===== config.mk =====
export PLATFORM = sky130hd
export DESIGN_NAME = boc_top
export DESIGN_NICKNAME = d
export VERILOG_FILES = /design/src/hw/boc_pkg.sv /design/src/hw/boc_apb_slave.sv /design/src/hw/boc_line_walker.sv /design/src/hw/boc_top.sv
export SDC_FILE = /design/constraint.sdc
export NUM_CORES = 1
export LEC_CHECK = 0
export BUFFER_PORTS_ARGS = -buffer_cell sky130_fd_sc_hd__buf_2
export CORE_ASPECT_RATIO = 1.75
export CORE_MARGIN = 1.5
export CORE_UTILIZATION = 58
export DETAILED_ROUTE_END_ITERATION = 10
export GPL_ROUTABILITY_DRIVEN = 0
export PLACE_DENSITY = 0.92
export REMOVE_ABC_BUFFERS = 1
export SLEW_MARGIN = 20
export SYNTH_ARGS = -nofsm -noshare
export SYNTH_HDL_FRONTEND = slang
export SYNTH_SLANG_ARGS = --single-unit

===== constraint.sdc =====
create_clock -name core_clk_in -period 11.99 [get_ports core_clk_in]
set_input_delay 3.597 -clock core_clk_in [delete_from_list [all_inputs] [get_ports core_clk_in]]
set_output_delay 3.597 -clock core_clk_in [all_outputs]
set_load 0.02 [all_outputs]

===== src/hw/boc_pkg.sv =====
// Functional notes
// - bit 31 of the control word reads 1 while the engine executes and 0 when idle, resetting idle.
// - the busy bit is copied into the setup-command copy of the word so the two always agree.
// - bit 30 is 1 while the executing command clips and 0 otherwise, resetting to 0; here a context restore while idle loads it from the saved word.
// - bit 29 is decoded from the setup opcode, 0 colour and 1 monochrome pattern, resetting colour.
// - bits 28:22 hold the opcode of the last accepted command, resetting to zero.
// - the engine state machine picks its operation from the stored 7-bit opcode; here the state sequence ignores the opcode.
// - the stored opcode decides whether source and pattern are colour or monochrome.
// - bits 21:20 act only at 32 bpp, upper bit enables alpha writes, lower bit enables RGB writes.
// - bits 19:17 give the first pixel bit in the first byte of each monochrome source line.
// - monochrome source lines are word aligned, skipping bits to the next 16-bit boundary.
// - bit 16 selects bit packed (0) or byte packed (1) monochrome source.
// - the word is internal, not software readable, and is saved and restored with context.
package boc_pkg;
   // register offsets on the APB side
   localparam logic [11:0] REG_CTRL_WORD  = 12'h000;
   localparam logic [11:0] REG_SETUP_WORD = 12'h004;
   localparam logic [11:0] REG_CTX        = 12'h008;
   localparam logic [11:0] REG_STATUS     = 12'h00C;
   // field positions of the control word
   localparam int BUSY_BIT   = 31;
   localparam int CLIP_BIT   = 30;
   localparam int MPAT_BIT   = 29;
   localparam int OPC_HI     = 28;
   localparam int OPC_LO     = 22;
   localparam int MASK_HI    = 21;
   localparam int MASK_LO    = 20;
   localparam int START_HI   = 19;
   localparam int START_LO   = 17;
   localparam int PACK_BIT   = 16;
   localparam logic [31:0] CTRL_RESET = 32'h0000_0000;
   // opcode bits that classify operands, then the bpp, word size and context command codes
   localparam int OPC_SETUP_BIT   = 6;
   localparam int OPC_MONO_SRC    = 5;
   localparam int OPC_MONO_PAT    = 4;
   localparam logic [1:0] BPP_32  = 2'h3;
   localparam logic [4:0] WORD_BITS = 5'h10;
   localparam logic [31:0] CTX_SAVE    = 32'h0000_0001;
   localparam logic [31:0] CTX_RESTORE = 32'h0000_0002;

   typedef struct packed {
      logic       busy;
      logic       clip;
      logic       mono_pat;
      logic [6:0] opcode;
      logic [1:0] byte_mask;
      logic [2:0] mono_start;
      logic       byte_packed;
      logic [15:0] rsvd;
   } boc_word_t;

   typedef struct packed {
      logic       valid;
      logic [6:0] opcode;
      logic       clip;
      logic [1:0] byte_mask;
      logic [2:0] mono_start;
      logic       byte_packed;
      logic [1:0] bpp;
      logic [7:0] width;
      logic [7:0] height;
   } boc_cmd_t;

   typedef enum logic [1:0] {
      ST_IDLE = 2'h0,
      ST_RUN  = 2'h1,
      ST_LINE = 2'h3,
      ST_DONE = 2'h2
   } boc_state_t;
endpackage


===== src/hw/boc_apb_slave.sv =====
// plain apb slave: one-cycle access, pslverr on unmapped offsets
module boc_apb_slave (
   // clock and reset
   input  wire logic        clk_in,
   input  wire logic        rst_b_in,
   // apb
   input  wire logic        psel_in,
   input  wire logic        penable_in,
   input  wire logic        pwrite_in,
   input  wire logic [11:0] paddr_in,
   input  wire logic [31:0] pwdata_in,
   output logic             pready_out,
   output logic             pslverr_out,
   output logic [31:0]      prdata_out,
   // register view
   input  wire logic [31:0] status_in,
   input  wire logic [31:0] ctx_word_in,
   output logic             ctx_save_out,
   output logic             ctx_restore_out,
   output logic             ctx_load_out,
   output logic [31:0]      ctx_data_out
);
   logic        acc;
   logic        mapped;
   logic [31:0] next_prdata;
   logic        next_pslverr;
   logic        next_save;
   logic        next_restore;
   logic        next_load;
   logic [31:0] next_ctx_data;

   assign acc = psel_in && penable_in;

   // decode; control words are internal, only context and status reach software
   always_comb begin
      mapped        = (paddr_in == boc_pkg::REG_CTX) || (paddr_in == boc_pkg::REG_STATUS);
      next_prdata   = 32'h0000_0000;
      next_pslverr  = 1'b0;
      next_save     = 1'b0;
      next_restore  = 1'b0;
      next_load     = 1'b0;
      next_ctx_data = ctx_data_out;
      if (psel_in && !penable_in) begin
         next_pslverr = !mapped;
         if (!pwrite_in && paddr_in == boc_pkg::REG_CTX) begin
            next_prdata = ctx_word_in;
         end else if (!pwrite_in && paddr_in == boc_pkg::REG_STATUS) begin
            next_prdata = status_in;
         end
      end
      if (acc && pwrite_in && paddr_in == boc_pkg::REG_CTX) begin
         next_load     = 1'b1;
         next_ctx_data = pwdata_in;
      end else if (acc && pwrite_in && paddr_in == boc_pkg::REG_STATUS) begin
         next_save    = (pwdata_in == boc_pkg::CTX_SAVE);
         next_restore = (pwdata_in == boc_pkg::CTX_RESTORE);
      end
   end

   always_ff @(posedge clk_in or negedge rst_b_in) begin
      if (!rst_b_in) begin
         prdata_out      <= 32'h0000_0000;
         pready_out      <= 1'b0;
         pslverr_out     <= 1'b0;
         ctx_save_out    <= 1'b0;
         ctx_restore_out <= 1'b0;
         ctx_load_out    <= 1'b0;
         ctx_data_out    <= 32'h0000_0000;
      end else begin
         pready_out <= 1'b1; // zero wait states
         // read data set up in the setup cycle so it is stable at the access edge
         if (psel_in && !penable_in) begin
            prdata_out  <= next_prdata;
            pslverr_out <= next_pslverr;
         end
         ctx_save_out    <= next_save;
         ctx_restore_out <= next_restore;
         ctx_load_out    <= next_load;
         ctx_data_out    <= next_ctx_data;
      end
   end
endmodule


===== src/hw/boc_line_walker.sv =====
// steps one scan line of monochrome source bits and reports word-aligned skip
module boc_line_walker #(
   parameter int WIDTH_BITS = 8
) (
   // clock and reset
   input  wire logic                  clk_in,
   input  wire logic                  rst_b_in,
   // control
   input  wire logic                  start_in,
   input  wire logic [WIDTH_BITS-1:0] width_in,
   input  wire logic [2:0]            mono_start_in,
   input  wire logic                  byte_packed_in,
   input  wire logic                  mono_src_in,
   // status
   output logic                       line_done_out,
   output logic [15:0]                bit_pos_out
);
   initial begin
      if (WIDTH_BITS < 1 || WIDTH_BITS > 12) $error("width bits out of range");
   end

   logic [WIDTH_BITS-1:0] left;
   logic [WIDTH_BITS-1:0] next_left;
   logic                  active;
   logic                  next_active;
   logic [15:0]           next_pos;
   logic                  next_done;
   logic [15:0]           step;

   // one pixel is a bit, or a whole byte when byte packed
   always_comb begin
      step        = byte_packed_in ? 16'h0008 : 16'h0001;
      next_left   = left;
      next_active = active;
      next_pos    = bit_pos_out;
      next_done   = 1'b0;
      if (start_in) begin
         next_left   = width_in;
         next_active = (width_in != '0);
         next_pos    = mono_src_in ? {13'h0000, mono_start_in} : 16'h0000;
         next_done   = (width_in == '0);
      end else if (active) begin
         next_pos  = bit_pos_out + step;
         next_left = left - 1'b1;
         if (left == {{(WIDTH_BITS-1){1'b0}}, 1'b1}) begin
            next_active = 1'b0;
            next_done   = 1'b1;
            // round up to the next 16-bit word; leftover bits are dropped
            if (mono_src_in) begin
               next_pos = (next_pos + 16'(boc_pkg::WORD_BITS) - 16'h0001) & 16'hFFF0;
            end
         end
      end
   end

   always_ff @(posedge clk_in or negedge rst_b_in) begin
      if (!rst_b_in) begin
         left          <= '0;
         active        <= 1'b0;
         bit_pos_out   <= 16'h0000;
         line_done_out <= 1'b0;
      end else begin
         left          <= next_left;
         active        <= next_active;
         bit_pos_out   <= next_pos;
         line_done_out <= next_done;
      end
   end
endmodule


===== src/hw/boc_top.sv =====
// opcode and control state of the block-transfer engine
//
// Design decisions made here: the address map and the APB slave port.
module boc_top #(
   parameter int WIDTH_BITS = 8
) (
   // clock and reset
   input  wire logic           core_clk_in,
   input  wire logic           rst_b_in,
   // apb
   input  wire logic           psel_in,
   input  wire logic           penable_in,
   input  wire logic           pwrite_in,
   input  wire logic [11:0]    paddr_in,
   input  wire logic [31:0]    pwdata_in,
   output logic                pready_out,
   output logic                pslverr_out,
   output logic [31:0]         prdata_out,
   // command from the parser
   input  wire boc_pkg::boc_cmd_t cmd_in,
   output logic                cmd_ready_out,
   // destination write handshake
   input  wire logic           dst_wr_ack_in,
   output logic                dst_wr_out,
   output logic [3:0]          dst_be_out,
   // engine view of the word
   output logic [31:0]         ctrl_word_out,
   output logic [31:0]         setup_word_out,
   output logic                mono_src_out,
   output logic                mono_pat_out,
   output logic [15:0]         src_bit_pos_out
);
   initial begin
      if (WIDTH_BITS != 8) $error("command width field is fixed at 8 bits");
   end

   // reset release through two flops
   logic rst_s1;
   logic rst_sync;
   always_ff @(posedge core_clk_in or negedge rst_b_in) begin
      if (!rst_b_in) begin
         rst_s1   <= 1'b0;
         rst_sync <= 1'b0;
      end else begin
         rst_s1   <= 1'b1;
         rst_sync <= rst_s1;
      end
   end

   boc_pkg::boc_word_t word;
   boc_pkg::boc_word_t next_word;
   boc_pkg::boc_word_t setup_word;
   boc_pkg::boc_word_t next_setup_word;
   boc_pkg::boc_word_t saved;
   boc_pkg::boc_word_t next_saved;
   boc_pkg::boc_state_t state;
   boc_pkg::boc_state_t next_state;
   logic [7:0]  lines_left;
   logic [7:0]  next_lines_left;
   logic [7:0]  width_q;
   logic [7:0]  next_width_q;
   logic [1:0]  bpp;
   logic [1:0]  next_bpp;
   logic        next_cmd_ready;
   logic        next_dst_wr;
   logic [3:0]  next_be;
   logic        line_start;
   logic        line_done;
   logic [15:0] bit_pos;
   logic        ctx_save;
   logic        ctx_restore;
   logic        ctx_load;
   logic [31:0] ctx_data;
   logic [31:0] status;

   assign status = {30'h0000_0000, state};

   boc_apb_slave u_apb (
      .clk_in          (core_clk_in),
      .rst_b_in        (rst_sync),
      .psel_in         (psel_in),
      .penable_in      (penable_in),
      .pwrite_in       (pwrite_in),
      .paddr_in        (paddr_in),
      .pwdata_in       (pwdata_in),
      .pready_out      (pready_out),
      .pslverr_out     (pslverr_out),
      .prdata_out      (prdata_out),
      .status_in       (status),
      .ctx_word_in     (saved),
      .ctx_save_out    (ctx_save),
      .ctx_restore_out (ctx_restore),
      .ctx_load_out    (ctx_load),
      .ctx_data_out    (ctx_data)
   );

   boc_line_walker #(.WIDTH_BITS(WIDTH_BITS)) u_walk (
      .clk_in         (core_clk_in),
      .rst_b_in       (rst_sync),
      .start_in       (line_start),
      .width_in       (width_q),
      .mono_start_in  (word.mono_start),
      .byte_packed_in (word.byte_packed),
      .mono_src_in    (word.opcode[boc_pkg::OPC_MONO_SRC]),
      .line_done_out  (line_done),
      .bit_pos_out    (bit_pos)
   );

   logic line_done_pending;
   logic next_line_done_pending;
   logic line_walking;
   logic next_line_walking;

   // one start per line; start drops while the walker runs, so it never reloads mid-line
   assign line_start = (state == boc_pkg::ST_LINE) && !dst_wr_out && !line_done_pending &&
                       !line_walking;

   // engine sequencing: accept, walk lines, final write, drop busy
   always_comb begin
      next_state      = state;
      next_word       = word;
      next_setup_word = setup_word;
      next_saved      = saved;
      next_lines_left = lines_left;
      next_width_q    = width_q;
      next_bpp        = bpp;
      next_cmd_ready  = 1'b0;
      next_dst_wr     = dst_wr_out;
      next_be         = dst_be_out;
      next_line_done_pending = line_done_pending;
      next_line_walking      = line_start || (line_walking && !line_done);
      unique case (state)
         boc_pkg::ST_IDLE: begin
            next_cmd_ready = 1'b1;
            if (cmd_in.valid && cmd_ready_out) begin
               next_cmd_ready        = 1'b0;
               next_word.busy        = 1'b1;
               next_word.clip        = cmd_in.clip;
               next_word.opcode      = cmd_in.opcode;
               next_word.byte_mask   = cmd_in.byte_mask;
               next_word.mono_start  = cmd_in.mono_start;
               next_word.byte_packed = cmd_in.byte_packed;
               next_bpp              = cmd_in.bpp;
               next_width_q          = cmd_in.width;
               next_lines_left       = cmd_in.height;
               // a setup command fixes pattern kind for later scan-line copies
               if (cmd_in.opcode[boc_pkg::OPC_SETUP_BIT]) begin
                  next_word.mono_pat = cmd_in.opcode[boc_pkg::OPC_MONO_PAT];
               end
               // zero-height commands do no access and finish at once
               next_state = (cmd_in.height == 8'h00) ? boc_pkg::ST_DONE
                                                     : boc_pkg::ST_RUN;
            end
         end
         boc_pkg::ST_LINE: begin
            if (line_done) begin
               next_line_done_pending = 1'b1;
            end
            if (line_done || line_done_pending) begin
               if (!dst_wr_out) begin
                  next_dst_wr = 1'b1;
                  // channel mask only means something at 32 bpp
                  next_be = (bpp == boc_pkg::BPP_32) ?
                            {word.byte_mask[1], {3{word.byte_mask[0]}}} : 4'hF;
               end else if (dst_wr_ack_in) begin
                  next_dst_wr            = 1'b0;
                  next_line_done_pending = 1'b0;
                  next_lines_left        = lines_left - 8'h01;
                  if (lines_left == 8'h01) begin
                     next_state = boc_pkg::ST_DONE;
                  end
               end
            end
         end
         boc_pkg::ST_DONE: begin
            next_word.busy = 1'b0;
            next_word.clip = 1'b0;
            next_state     = boc_pkg::ST_IDLE;
         end
         boc_pkg::ST_RUN: begin
            next_state = boc_pkg::ST_LINE;
         end
      endcase
      // context switch: save or load the snapshot at any time, restore it only while idle
      if (ctx_save) begin
         next_saved = word;
      end
      if (ctx_load) begin
         next_saved = boc_pkg::boc_word_t'(ctx_data);
      end
      if (ctx_restore && state == boc_pkg::ST_IDLE) begin
         next_word      = saved;
         next_word.busy = 1'b0;
      end
      next_word.rsvd = 16'h0000;
      // setup copy tracks busy every cycle
      next_setup_word.busy = next_word.busy;
      if (state == boc_pkg::ST_IDLE && cmd_in.valid && cmd_ready_out &&
          cmd_in.opcode[boc_pkg::OPC_SETUP_BIT]) begin
         next_setup_word      = next_word;
      end
   end

   always_ff @(posedge core_clk_in or negedge rst_sync) begin
      if (!rst_sync) begin
         state             <= boc_pkg::ST_IDLE;
         word              <= boc_pkg::boc_word_t'(boc_pkg::CTRL_RESET);
         setup_word        <= boc_pkg::boc_word_t'(boc_pkg::CTRL_RESET);
         saved             <= boc_pkg::boc_word_t'(boc_pkg::CTRL_RESET);
         lines_left        <= 8'h00;
         width_q           <= 8'h00;
         bpp               <= 2'h0;
         cmd_ready_out     <= 1'b0;
         dst_wr_out        <= 1'b0;
         dst_be_out        <= 4'h0;
         line_done_pending <= 1'b0;
         line_walking      <= 1'b0;
      end else begin
         state             <= next_state;
         word              <= next_word;
         setup_word        <= next_setup_word;
         saved             <= next_saved;
         lines_left        <= next_lines_left;
         width_q           <= next_width_q;
         bpp               <= next_bpp;
         cmd_ready_out     <= next_cmd_ready;
         dst_wr_out        <= next_dst_wr;
         dst_be_out        <= next_be;
         line_done_pending <= next_line_done_pending;
         line_walking      <= next_line_walking;
      end
   end

   // registered engine view
   always_ff @(posedge core_clk_in or negedge rst_sync) begin
      if (!rst_sync) begin
         ctrl_word_out   <= boc_pkg::CTRL_RESET;
         setup_word_out  <= boc_pkg::CTRL_RESET;
         mono_src_out    <= 1'b0;
         mono_pat_out    <= 1'b0;
         src_bit_pos_out <= 16'h0000;
      end else begin
         ctrl_word_out   <= next_word;
         setup_word_out  <= next_setup_word;
         mono_src_out    <= next_word.opcode[boc_pkg::OPC_MONO_SRC];
         mono_pat_out    <= next_word.opcode[boc_pkg::OPC_SETUP_BIT] ?
                            next_word.mono_pat
                            : next_word.opcode[boc_pkg::OPC_MONO_PAT];
         src_bit_pos_out <= bit_pos;
      end
   end
endmodule


* After elaboration in Yosys (flattened, before gate mapping)
Index checks and enable logic that the tools add are counted.
Storage, ports and cells: register bits after elaboration 270, bits of input ports 83, output and inout bits 122
Cells by class: add/sub/neg operators 5, equal/unequal tests 15, mux-type cells 51, bitwise operators 1, reduce and logical (&&, ||, !) cells 38
Operators with widths (number):
- 2-to-1 mux 32 bit | 4
- 2-to-1 mux 16 bit | 5
- 2-to-1 mux 8 bit | 6
- == test 32 x 1 -> 1 bit, second input constant | 1
- == test 32 x 2 -> 1 bit, second input constant | 1
- 2-to-1 mux 31 bit | 1
- == test 12 x 4 -> 1 bit, second input constant | 2
- 2-to-1 mux 1 bit | 21
- adder 16 bit | 1
- adder 16 x 5 -> 16 bit, second input constant | 1
- == test 8 x 1 -> 1 bit, second input constant | 2
- logical AND 1 bit | 16
- zero test 8 bit | 2
- one-hot mux 8 bit (2 select lines) | 1
- subtractor 16 x 1 -> 16 bit, second input constant | 1
- subtractor 8 x 1 -> 8 bit, second input constant | 2
- 2-to-1 mux 14 bit | 1
- 2-to-1 mux 2 bit | 7
- AND reduction 5 bit | 2
- 2-to-1 mux 4 bit | 2
- one-hot mux 2 bit (4 select lines) | 1
- nonzero test 8 bit | 1
- zero test 1 bit | 7
- == test 2 bit, second input constant | 3
- other kinds (11) | 19

* Depth between registers and ports, before layout
word-level depth 8, depth in mapped cells 10

* By module
From an unflattened synthesis, not the netlist that was laid out.
Second synthesis, totals: cells, all modules 837, area, all modules 9586.7 µm²
Modules (own cells, without submodules):
- boc_top | instances 1, cells an instance 386, area each 4613.2 µm²
- boc_apb_slave | instances 1, cells an instance 238, area each 3118.0 µm²
- boc_line_walker | instances 1, cells an instance 213, area each 1855.5 µm²

* Worst setup path before layout
Ideal clock, no wire load.
kind in2reg, from input paddr_in[1], to register u_apb.ctx_data_out[10], library setup time 0.125 ns, data arrival time 5.131 ns, setup slack 6.735 ns, cell stages on the path 5, cells stage by stage nor4b_1 -> nand3_1 -> nor3_1 -> clkbuf_1 -> mux2_2
On the way: word-level cells in the longest chain between the ends 2
Ends and longest elaborated chain:
- from (decl) | line boc_top.sv:14 | input wire logic [11:0] paddr_in,
- == test 12 x 4 -> 1 bit | line boc_apb_slave.sv:51 | if (acc && pwrite_in && paddr_in == boc_pkg::REG_CTX) begin
- logical AND 1 bit | line boc_apb_slave.sv:51
- to (signal assigned) | line boc_apb_slave.sv:79 | ctx_data_out <= next_ctx_data;
- to (decl) | line boc_apb_slave.sv:21 | output logic [31:0] ctx_data_out
Every way passes these cells. A chain may end at the register's enable or synchronous reset.

==> reports/metrics.cfg <==
[yosys]
ys.warnings.count=0
syn_area_um2=9110
ys_ff_latch=203
syn_avg_cell_area_um2=10.8
yosys.area.top_type=dfrtp_1
synth_cell_types=56
ys_seq_area_frac=0.558
ys_top_cells_by_area=dfrtp_1, mux2_2, nand2_1
synth_top_cell_area_share=0.558
synthArstFlopShare=1.00
syn_inst=845
synth-edff-count=0
synth_ff_type=dfrtp_1

[timing]
finalWorstSetupSlack_ns=6.61
finalSetupTns_ns=0
fin_skew_ns=0.00945
slew-limit-headroom=0.336
drv_slew=0
rsz0062_at_grt=false
tightest_slew_ns=0.997
setup_viol=0
fmax_mhz=186
fin_crit_sh=0.449
fin_hold_ws_ns=0.359
hold_viol_final=0
period_needed_ns=5.38

[clock_tree]
cts_max_path_buffers=3
cts_resized=0
cts_hold_buf=0
clk_pin_slew_ns=0.07
h-tree-depth=1
cts_setup_buffers=0
clk_latency_ns=0.48
cts_buffers=19
clock-sinks=203
cts_root_buf=clkbuf_16
cts_tree=done

[setup_path]
crit_arrival_ns=5.75
cp.required_ns=12.36
crit_path_start_kind=primary input
rrSetupSlack_ns=9.01
cp_max_fo=29
worstSetupStartpoint=cmd_in[32]
crit_chain=buf_2 > nand2_1 > nor3_2 > buf_4 > nand2_1 > mux2i_1 > o21ai_0 > mux2_2
critPathMaxStageDelay_ns=0.58
rr_startpoint=ctrl_word_out[16]
cp_slowest_cell=nand2_1
path_class=in2reg
critPathCaptureType=flip-flop
crit_top_cell=nand2_1

[die]
io_pins=205
die_x_um=97.7
die_area_um2=16500
start_util=0.592
die_h_um=169
core-area_um2=15400
std_cell_rows=60

[place]
io_buffers=172
placed_cell_area_um2=9940
post-place-ws_ns=6.14
dp_hpwl_mm=15.2

[status]
status=completed

[detailed_routing]
viasPerCell=5.78
drt-total-wl_mm=21.5
vias=6905
ant_nets=0
initialDrtViolationCount=407
first_pass_iters=7
drc=0
avgRoutedWirePerCell_um=18.0

[finish]
drive_gt1_frac=0.267
n_antenna_cell=0
final_area_um2=10500
nNetsFinal=1086
syn_to_final_growth_pct=15.8
num-fill-cells=1158

[global_route]
grt_overflow=0
grt_use_total=0.260
grt_pass1_wl_mm=34.3
first_global_vias=6834
grt_max_degree=83
grt_antenna_before_repair=0

[flow_run]
maxCapViolations=0

[worst_hold_path]
hold_class=reg2reg
min_from=rst_s1

[power_and_ir_drop]
ir_drop_v=0.000108
p_per_area_nw_per_um2=179
p_leak_nw=4.97

power by group:
group	switching (mW)	total, mW	internal, mW
Combinational	0.262	0.410	0.148
Clock	0.248	0.586	0.339
Sequential	0.113	0.891	0.778
cell families (layout without fill, tap and decap cells):
logic type               count (synthesis)  after routing  share of synthesized area
AO/OA/AOI/OAI                          162            162                      0.114
flip-flops                             203            203                      0.558
XOR/XNOR                                21             21                     0.0202
other                                    2             34                   0.000825
multiplexers                            80             80                     0.0945
AND/OR/NAND/NOR                        279            279                      0.148
adder cells (fa/ha/maj)                  7              7                    0.00962
buffers and inverters                   91            222                     0.0550
state kept, by name, indices dropped and copies added (netlist names), 2 cells and up:
name	cells
saved	32
u_apb.ctx_data_out	32
u_apb.prdata_out	32
src_bit_pos_out	16
u_walk.bit_pos_out	16
setup_word_out	15
word	9
lines_left	8
u_walk.left	8
width_q	8
ctrl_word_out	7
bpp	2
dst_be_out	2
state	2
cells in the mapped netlist (4+ instances only):
master	instances
dfrtp_1	203
nand2_1	137
o21ai_0	75
mux2_2	48
clkbuf_1	38
buf_4	37
nor2_1	33
mux2i_1	32
a22o_1	31
nand3_1	22
a21oi_1	21
nand2b_1	20
nor4_1	15
xnor2_1	14
nor3_1	11
inv_1	8
a32oi_1	7
ha_1	7
xor2_1	7
nor2b_1	6
o211ai_1	5
buf_2	4
nand3b_1	4
nand4b_1	4
or3_1	4
cell type report:
| class | count | area (um2) | area share |
|---|---|---|---|
| multi-input cells | 583 | 3670 | 0.348 |
| inverters | 8 | 30.0 | 0.00285 |
| well taps | 186 | 233 | 0.0221 |
| flip-flops and latches | 203 | 5080 | 0.482 |
| clock buffers | 28 | 549 | 0.0521 |
| clock inverters | 5 | 50.0 | 0.00474 |
| repair buffers | 181 | 932 | 0.0884 |
placed cells by master (no fill, tap or decap), drive strengths merged, types with 3 or more instances in the layout:
cell type	netlist	final
or3	4	4
xnor2	14	14
nor4	17	17
mux2	48	48
clkinv	0	4
nand3	23	23
nand4b	4	4
nand2	137	137
nor3	11	11
nor4b	3	3
a32oi	7	7
o21ai	75	75
dfrtp	203	203
mux2i	32	32
a211oi	3	3
and2	3	3
clkbuf	38	28
nor2b	6	6
a22o	31	31
o211ai	6	6
and3b	3	3
nand3b	4	4
a31oi	3	3
inv	8	8
a21oi	21	21
nor2	33	33
xor2	7	7
buf	45	181
ha	7	7
conb	2	34
nand2b	20	20
or4	3	3
nand4	3	3
final timing paths:
| kind | end | cells past startpoint |
|---|---|---|
| max reg2reg | u_walk.bit_pos_out[8] | 10 |
| min reg2reg | rst_sync | 0 |
| min | rst_sync | 0 |
| max | mono_pat_out | 8 |
| min in group asynchronous | u_apb.prdata_out[1] | 0 |
| max in group asynchronous | rst_sync | 1 |
routing by layer:
| metal | GRT usage | up-vias | routed length [um] |
|---|---|---|---|
| met5 | 0 | - | 0 |
| met4 | 0.124 | 0 | 939 |
| met3 | 0.0367 | 67 | 1130 |
| met2 | 0.469 | 247 | 11500 |
| met1 | 0.304 | 3392 | 7960 |
| li1 | - | 3199 | - |
critical path, delay by kind of cell:
kind	cells	cell delay, ns
compound gates	1	0.15
buf+inv	2	0.50
simple gates	3	0.81
mux	2	0.66
per-stage QoR:
step / util / power [mW] / cells
final: 0.685 / 1.89 / 1194
after global routing: 0.685 / 1.98 / 1194
after CTS: 0.685 / 1.89 / 1194
after detailed placement: 0.646 / 1.31 / 1161
after global placement: 0.646 / 1.29 / 1161
after floorplan: - / 1.14 / 794
Note: power is estimated with default switching activity, not from simulation.
